[src/rtl/orp_pkg.sv]
// Function
// - 256-byte internal RAM answers in page 0 and page 1 alike, except at page 0 addresses 0000 and 0001.
// - Address 0001 selects the port output register; writes update output pins.
// - Address 0000 selects the port direction register.
// - Each direction bit sets its own pin's direction independently.
// - Address bus can be released to three-state for other bus masters.
// - Address driven only while drive-enable input high; others drive when low.
// - Read/write output high except during write cycles.
package orp_pkg;
   localparam logic [15:0] ORP_DIR_ADDR   = 16'h0000;
   localparam logic [15:0] ORP_OUT_ADDR   = 16'h0001;
   localparam logic [7:0]  ORP_DIR_RESET  = 8'h00;
   localparam logic [7:0]  ORP_OUT_RESET  = 8'h00;
   localparam logic [6:0]  ORP_RAM_PAGES  = 7'h00;
   localparam int          ORP_RAM_WORDS  = 256;
endpackage

[src/rtl/orp_ram.sv]
`timescale 1ns/10ps
module orp_ram
   import orp_pkg::*;
(
   input  wire logic       clk,
   input  wire logic       we,
   input  wire logic [7:0] addr,
   input  wire logic [7:0] wdata,
   output logic      [7:0] rdata
);
   logic [7:0] mem [ORP_RAM_WORDS];

   // Read is combinational so the port logic can register the answer
   // itself and keep every top-level output on a flip-flop
   assign rdata = mem[addr];

   always_ff @(posedge clk) begin
      if (we) begin
         mem[addr] <= wdata;
      end
   end
endmodule

[src/rtl/orp_top.sv]
`timescale 1ns/10ps
module orp_top
   import orp_pkg::*;
(
   input  wire logic        SYS_CLK,
   input  wire logic        RST,
   input  wire logic [15:0] CPU_ADDR,
   input  wire logic        CPU_VALID,
   input  wire logic        CPU_WRITE,
   input  wire logic [7:0]  CPU_WDATA,
   output logic      [7:0]  CPU_RDATA,
   output logic             CPU_RVALID,
   output logic             CPU_HIT,
   input  wire logic        ADDRESS_BUS_DRIVE_ENABLE,
   output logic      [15:0] ADDR_O,
   output logic      [15:0] ADDR_OE,
   output logic             RD_WR_N,
   input  wire logic [7:0]  PORT_PINS_I,
   output logic      [7:0]  PORT_PINS_O,
   output logic      [7:0]  PORT_PINS_OE
);
   import orp_pkg::*;

   typedef enum logic [1:0] {
      ORP_RD_NONE = 2'b00,
      ORP_RD_DIR  = 2'b01,
      ORP_RD_OUT  = 2'b11,
      ORP_RD_RAM  = 2'b10
   } orp_rsel_t;

   logic [7:0]  dir_q,  dir_d;
   logic [7:0]  outr_q, outr_d;
   orp_rsel_t   rsel_d;
   logic [15:0] addr_q;
   logic [15:0] oe_q;
   logic        rw_q;
   logic        rvalid_q;
   logic        hit_q;
   logic [7:0]  rdata_q;
   logic [7:0]  rdata_d;
   logic [7:0]  pins_o_q;
   logic [7:0]  ram_rdata;

   function automatic logic is_ram_page(input logic [15:0] a);
      return a[15:9] == ORP_RAM_PAGES;
   endfunction

   wire logic sel_dir = CPU_VALID && (CPU_ADDR == ORP_DIR_ADDR);
   wire logic sel_out = CPU_VALID && (CPU_ADDR == ORP_OUT_ADDR);
   // Port registers shadow the bottom two RAM bytes of page 0 only;
   // page 1 offsets 0 and 1 stay ordinary RAM.
   wire logic sel_ram = CPU_VALID && is_ram_page(CPU_ADDR)
                        && !sel_dir && !sel_out;
   wire logic ram_we  = sel_ram && CPU_WRITE;
   wire logic [7:0] pin_view = (PORT_PINS_I & ~dir_q)
                               | (outr_q & dir_q);

   assign dir_d  = (sel_dir && CPU_WRITE) ? CPU_WDATA : dir_q;
   assign outr_d = (sel_out && CPU_WRITE) ? CPU_WDATA : outr_q;
   assign rsel_d = (CPU_VALID && !CPU_WRITE) ?
                   (sel_dir ? ORP_RD_DIR :
                    sel_out ? ORP_RD_OUT :
                    sel_ram ? ORP_RD_RAM : ORP_RD_NONE) : ORP_RD_NONE;

   orp_ram u_ram (
      .clk   (SYS_CLK),
      .we    (ram_we),
      .addr  (CPU_ADDR[7:0]),
      .wdata (CPU_WDATA),
      .rdata (ram_rdata)
   );

   // Read data is chosen at the request edge and registered, so the
   // answer lands one cycle later with pins sampled at the request
   assign rdata_d = (rsel_d == ORP_RD_DIR) ? dir_q     :
                    (rsel_d == ORP_RD_OUT) ? pin_view  :
                    (rsel_d == ORP_RD_RAM) ? ram_rdata : 8'h00;

   always_ff @(posedge SYS_CLK) begin
      if (RST) begin
         dir_q    <= ORP_DIR_RESET;
         outr_q   <= ORP_OUT_RESET;
         pins_o_q <= ORP_OUT_RESET & ORP_DIR_RESET;
         addr_q   <= 16'h0000;
         oe_q     <= 16'h0000;
         rw_q     <= 1'b1;
         rvalid_q <= 1'b0;
         hit_q    <= 1'b0;
         rdata_q  <= 8'h00;
      end else begin
         dir_q    <= dir_d;
         outr_q   <= outr_d;
         pins_o_q <= outr_d & dir_d;
         addr_q   <= CPU_ADDR;
         oe_q     <= {16{ADDRESS_BUS_DRIVE_ENABLE}};
         rw_q     <= !(CPU_VALID && CPU_WRITE);
         rvalid_q <= CPU_VALID && !CPU_WRITE;
         hit_q    <= sel_dir || sel_out || sel_ram;
         rdata_q  <= rdata_d;
      end
   end

   assign CPU_RDATA    = rdata_q;
   assign CPU_RVALID   = rvalid_q;
   assign CPU_HIT      = hit_q;
   assign ADDR_O       = addr_q;
   assign ADDR_OE      = oe_q;
   assign RD_WR_N      = rw_q;
   assign PORT_PINS_O  = pins_o_q;
   assign PORT_PINS_OE = dir_q;
endmodule

[config.mk]
export PLATFORM = sky130hd
export DESIGN_NAME = orp_top
export DESIGN_NICKNAME = d
export VERILOG_FILES = /design/src/rtl/orp_pkg.sv /design/src/rtl/orp_ram.sv /design/src/rtl/orp_top.sv
export SDC_FILE = /design/constraint.sdc
export NUM_CORES = 2
export LEC_CHECK = 0
export ABC_AREA = 0
export ABC_CLOCK_PERIOD_IN_PS = 6400
export BUFFER_PORTS_ARGS = -buffer_cell sky130_fd_sc_hd__clkbuf_2
export CORE_MARGIN = 3
export CORE_UTILIZATION = 61
export CTS_BUF_LIST = sky130_fd_sc_hd__clkbuf_8
export DETAILED_ROUTE_END_ITERATION = 8
export PLACE_DENSITY = 0.77
export SYNTH_ARGS = -nofsm -noshare
export SYNTH_HDL_FRONTEND = slang
export SYNTH_HIERARCHICAL = 1
export SYNTH_SLANG_ARGS = --single-unit
[constraint.sdc]
create_clock -name SYS_CLK -period 6.4 [get_ports SYS_CLK]
set_input_delay 0.64 -clock SYS_CLK [delete_from_list [all_inputs] [get_ports SYS_CLK]]
set_output_delay 0.64 -clock SYS_CLK [all_outputs]
set_load 0.02 [all_outputs]
# Yosys cells after proc, flatten, opt, wreduce, memory -nomap -nowiden
# Memory sizes are Yosys's and may differ from the RTL's.
# Cells that the tools add are included.
dict set report word_totals {
  ff_bits 52
  memories 1
  ram_bits 2048
}
# name words width rd rd_ports_with_merged_regs wr line
set mem_list {}
lappend mem_list {u_ram.mem 256 8 1 0 1 orp_ram.sv:11} ;# logic [7:0] mem [ORP_RAM_WORDS];
dict set report op_classes {
  n_eq_ne 4
  n_reduce_logical 18
  n_mux 11
  bitwise_logic 5
}
# cell n
set ops {}
lappend ops {{8-bit two-way mux} 5}
lappend ops {{8-bit bitwise AND} 3}
lappend ops {{16-bit by 1-bit equality test with 1-bit output, second input constant} 1}
lappend ops {{16-bit logical NOT} 1}
lappend ops {{1-bit logical AND} 10}
lappend ops {{2-bit two-way mux} 4}
lappend ops {{8-bit inverter} 1}
lappend ops {{8-bit bitwise OR} 1}
lappend ops {{7-bit logical NOT} 1}
lappend ops {{2-bit equality test, second input constant} 2}
lappend ops {{1-bit logical NOT} 4}
lappend ops {{2-bit by 1-bit equality test with 1-bit output, second input constant} 1}
lappend ops {{1-bit logical OR} 2}
lappend ops {{1-bit two-way mux} 2}

# Longest topological paths before layout
dict set report depth {
  depth_word 13
  depth_mapped 11
}

# Cells and area by module
# The synthesis kept the hierarchy.
# module area_per_inst_um2 n_inst cells_per_inst
set modules_own_cells {}
lappend modules_own_cells {orp_ram 78332.6 1 3539}
lappend modules_own_cells {orp_top 2274.7 1 219}

# Least setup slack after synthesis
# No wires, ideal clock.
dict set report synth_timing {
  path_kind {input port to flip-flop}
  start {input CPU_ADDR[12]}
  end {memory u_ram.mem[157][0], enable pin}
  setup_ns 0.383
  stages 9
  path_slack_ns 2.685
  t_arrival_ns 3.332
  required_time_ns 6.017
  path_cell_list {or4_4 -> buf_6 -> or3_4 -> buf_6 -> nor2_1 -> buf_1 -> nand3_1 -> clkbuf_1 -> nor3_1}
}
dict set report synth_between {
  elab_chain_len 8
  word_cells_on_any_way 13
  classes_between {1 x eq/ne; 2 x mux; 10 x reduce/logical}
}
# item line
set synth_lines {}
lappend synth_lines {{start: declaration} orp_top.sv:7} ;# input wire logic [15:0] CPU_ADDR,
lappend synth_lines {{16-bit logical NOT} orp_top.sv:48} ;# wire logic sel_dir = CPU_VALID && (CPU_ADDR == ORP_DIR_ADDR);
lappend synth_lines {{1-bit logical AND} orp_top.sv:48}
lappend synth_lines {{1-bit logical NOT} orp_top.sv:53} ;# && !sel_dir && !sel_out;
lappend synth_lines {{1-bit logical AND} orp_top.sv:53}
lappend synth_lines {{1-bit logical AND (*)} orp_top.sv:53}
lappend synth_lines {{1-bit logical AND (*)} orp_top.sv:54} ;# wire logic ram_we = sel_ram && CPU_WRITE;
lappend synth_lines {{net ram_we} orp_top.sv:54}
lappend synth_lines {{1-bit two-way mux (*)} orp_ram.sv:18} ;# if (we) begin
lappend synth_lines {{1-bit two-way mux (not written as such) (*)} orp_ram.sv:19} ;# mem[addr] <= wdata;
lappend synth_lines {{end: declaration} orp_ram.sv:11}
# Mark *: on every way through the listed nets, which the timed path passes. The rest lies on a longest branch.

# Final worst setup path
dict set report layout_timing {
  start {input CPU_ADDR[12]}
  end {memory u_ram.mem[220][1], enable pin}
}
# The elaborated chain is that of the path after synthesis.

==> flow_metrics.env <==
export IMPL_layout_min_cycle_time_ns=4.49
export IMPL_maxSlewViolCount=0
export IMPL_coreArea_mm2=0.130
export IMPL_grt_usage=0.282
export IMPL_hold_viol_final=0
export IMPL_drtIter0Drc=5740
export IMPL_clockBufferDepth=4
export IMPL_wl_met3_um=23800
export IMPL_synth_area_mm2=0.0806
export IMPL_start_util=0.619
export IMPL_drive_above_1_share=0.268
export IMPL_pwr_share_comb=0.046
export IMPL_crit_type="primary input to register"
export IMPL_io_buffer_count=95
export IMPL_grt_pass1_wl_um=278000
export IMPL_drt_wirelength_per_cell_um=31.4
export IMPL_critPathLaunch="CPU_ADDR[12]"
export IMPL_worst_slew_pin_slew_ns=1.45
export IMPL_p_int_uw=20700
export IMPL_rrSetupSlack_ns=2.85
export IMPL_setup_violations_final=0
export IMPL_powerDensity_mw_per_mm2=296
export IMPL_path_delay_family="simple AND/OR/NAND/NOR gates"
export IMPL_die_h_um=370
export IMPL_vdd_drop_max_uv=209
export IMPL_synth_largest_area_cell="edfxtp_1"
export IMPL_crit_cells=8
export IMPL_drt_pass1_iterations=6
export IMPL_pwr_share_clk=0.382
export IMPL_via_count=40700
export IMPL_async_reset_ff_frac=0
export IMPL_drc=0
export IMPL_timing_critical_path_buf_inv=3
export IMPL_power_frac_seq=0.572
export IMPL_setup_worst_path_end_class="register"
export IMPL_root_buffer="clkbuf_8"
export IMPL_antenna_left=0
export IMPL_nets=4097
export IMPL_grt_max_degree=207
export IMPL_r2r_start="u_ram/mem[191][0]$_DFFE_PP_"
export IMPL_die_area_mm2=0.137
export IMPL_wl_met2_um=90800
export IMPL_rsz0062_at_grt="false"
export IMPL_ys_ff_latch=2100
export IMPL_gp_congestion=0.856
export IMPL_hpwl_um=111000
export IMPL_path_common_cell="nor2_1"
export IMPL_reg2reg_depth=7
export IMPL_drv_cap=1
export IMPL_routed_top_layer="met5"
export IMPL_numCtsBuffers=329
export IMPL_reg2reg_to="CPU_RDATA[0]$_SDFF_PP0_"
export IMPL_outcome="finished, violations left"
export IMPL_cts_tree="built"
export IMPL_syn_inst=3758
export IMPL_yosysSeqAreaShare=0.776
export IMPL_switching_share=0.217
export IMPL_gr_total_overflow=0
export IMPL_cp_required_ns=7.00
export IMPL_cts_resized=0
export IMPL_synth_edf_count=2048
export IMPL_path_clk_slew_ns=0.06
export IMPL_slowest_stage="nor2_1"
export IMPL_grt_pass1_vias=40800
export IMPL_wl_um=190000
export IMPL_post_cts_buffers=0
export IMPL_numClockSinks=2100
export IMPL_critPathCapture="u_ram/mem[220][1]$_DFFE_PP_"
export IMPL_finalCritPeriodShare=0.702
export IMPL_leakagePower_uw=0.0278
export IMPL_die_w_um=370
export IMPL_wl_met1_um=68800
export IMPL_syn2layout_area_growth_pct=10.5
export IMPL_htreeDepth=5
export IMPL_max_freq_ghz=0.223
export IMPL_hold_path_class="primary input to register"
export IMPL_tns_ns=0
export IMPL_rows=132
export IMPL_drt_vias_per_instance=6.73
export IMPL_yosys_warnings=6
export IMPL_synth_top_area_share=0.763
export IMPL_ys_types=37
export IMPL_violations="capacitance limit"
export IMPL_skew_ns=0.0322
export IMPL_synth_area_top_cells="edfxtp_1, mux4_2, a22oi_1"
export IMPL_ioPinCount=96
export IMPL_slew_headroom=0.0205
export IMPL_synthesis_nets=3795
export IMPL_ys_flop_type="edfxtp_1"
export IMPL_p_switching_uw=5710
export IMPL_avgSynthCellArea_um2=21.4
export IMPL_slowest_delay_ns=0.99
export IMPL_cp_cell_sequence="dlygate4sd3_1 > clkbuf_2 > or4_4 > or3_4 > nor2_1 > buf_4 > nand3_2 > nor2_1"
export IMPL_fin_util=0.684
export IMPL_antenna_found_initial=5
export IMPL_cp_max_fo=13
export IMPL_arrival_ns=5.09
export IMPL_whs_ns=0.0956
export IMPL_clock_latency_ns=0.98
export IMPL_cp_start_kind="primary input"
-- power groups by stage --
stage	Clock (uW)	Combinational, uW	Sequential [uW]
6_report	10100	1220	15100
5_1_grt	10800	1280	15100
4_1_cts	10200	1210	15100
3_5_place_dp	0	1200	15400
3_3_place_gp	0	1180	15400
2_1_floorplan	0	666	15400
-- layout make-up --
class	instances	area (um2)
Antenna cell	4	10.0
Clock buffer	339	4670
Clock inverter	224	1090
Fill cell	7599	41200
Inverter	3	11.3
Multi-Input combinational cell	1396	16800
Sequential cell	2100	62500
Tap cell	1742	2180
Timing Repair Buffer	230	1730
-- state kept, by name (all words and copies together), names as in the netlist --
| name | cells |
|---|---|
| u_ram/mem | 2048 |
| ADDR_OE | 1 |
| outr_q | 8 |
| RD_WR_N | 1 |
| PORT_PINS_O | 8 |
| CPU_RVALID | 1 |
| ADDR_O | 16 |
| CPU_HIT | 1 |
| CPU_RDATA | 8 |
| PORT_PINS_OE | 8 |
-- worst min-delay path, cell delays in order --
cell and delay, ns:
clkbuf_2 0.10, mux2_2 0.14, o221a_2 0.16
-- metrics by stage --
| step | total power [uW] | instances | instance area (um2) | worst slack [ns] |
|---|---|---|---|---|
| 5_1_grt | 27200 | 6035 | 89100 | 1.90 |
| 4_1_cts | 26500 | 6034 | 89100 | 2.09 |
| 2_1_floorplan | 16100 | 3758 | 80600 | 2.68 |
| 3_3_place_gp | 16600 | 5459 | 83200 | 0.736 |
| 6_report | 26400 | 6038 | 89100 | 1.91 |
| 3_5_place_dp | 16600 | 5459 | 83200 | 1.04 |
-- cell usage after synthesis, drive strengths merged (16+ instances only) --
cell / instances
nand2b: 31
nor3: 32
nand2: 33
mux4: 512
a22oi: 256
nor2: 238
edfxtp: 2048
clkbuf: 154
dfxtp: 52
o41ai: 32
a21oi: 135
mux2i: 16
nor2b: 23
buf: 105
-- logic make-up after synthesis --
group                  count (synthesis)  synth area share
AOI/OAI and AO/OA                    448            0.0384
muxes                                542             0.147
buffers and inverters                262            0.0159
DFF                                 2100             0.776
and+or+nand+nor                      406            0.0229
-- placed cells by master, fill, tap and decap left out, types with 3 or more instances in the layout --
| cell type | synthesis | routed |
|---|---|---|
| o211ai_1 | 7 | 7 |
| nand2_1 | 33 | 33 |
| clkbuf_2 | 0 | 85 |
| diode_2 | 0 | 4 |
| nor2b_1 | 23 | 21 |
| inv_1 | 3 | 102 |
| dfxtp_1 | 52 | 52 |
| buf_12 | 0 | 10 |
| nand4_1 | 15 | 15 |
| dlygate4sd3_1 | 0 | 12 |
| nand3_1 | 14 | 13 |
| edfxtp_1 | 2048 | 2048 |
| o221a_2 | 8 | 8 |
| clkinv_2 | 0 | 32 |
| buf_4 | 31 | 113 |
| clkinv_1 | 0 | 81 |
| bufinv_16 | 0 | 7 |
| clkbuf_8 | 0 | 347 |
| nor3_1 | 32 | 32 |
| a22oi_1 | 256 | 256 |
| or4_1 | 5 | 5 |
| nor2_1 | 238 | 237 |
| mux2i_1 | 16 | 16 |
| o41ai_1 | 32 | 30 |
| o21a_1 | 8 | 8 |
| or2_2 | 3 | 3 |
| mux2_2 | 14 | 14 |
| clkinvlp_4 | 0 | 3 |
| nand2b_1 | 31 | 29 |
| mux4_2 | 512 | 512 |
| a21oi_1 | 135 | 135 |
-- metal layers --
| metal | global-route usage | vias to the layer above |
|---|---|---|
| li1 | - | 16500 |
| met1 | 0.398 | 20900 |
| met2 | 0.431 | 2890 |
| met3 | 0.0792 | 378 |
| met4 | 0.0993 | 4 |
| met5 | 0 | - |
-- repair_timing --
| item | CTS | global route |
|---|---|---|
| hold endpoints to repair | 13 | 0 |
| hold buffers | 12 | 0 |
| setup endpoints to repair | 0 | 0 |
-- how the worst min path moves through the flow --
stage / start / end / cells past startpoint
final: PORT_PINS_I[0] / CPU_RDATA[0]$_SDFF_PP0_ / 3
after global routing: PORT_PINS_I[0] / CPU_RDATA[0]$_SDFF_PP0_ / 3
after CTS: CPU_ADDR[5] / ADDR_O[5]$_SDFF_PP0_ / 2
after detailed placement: outr_q[3]$_SDFF_PP0_ / outr_q[3]$_SDFF_PP0_ / 2
after global placement: outr_q[7]$_SDFF_PP0_ / outr_q[7]$_SDFF_PP0_ / 2
after floorplan: outr_q[7]$_SDFF_PP0_ / outr_q[7]$_SDFF_PP0_ / 2
(Power assumes the default switching activity.)
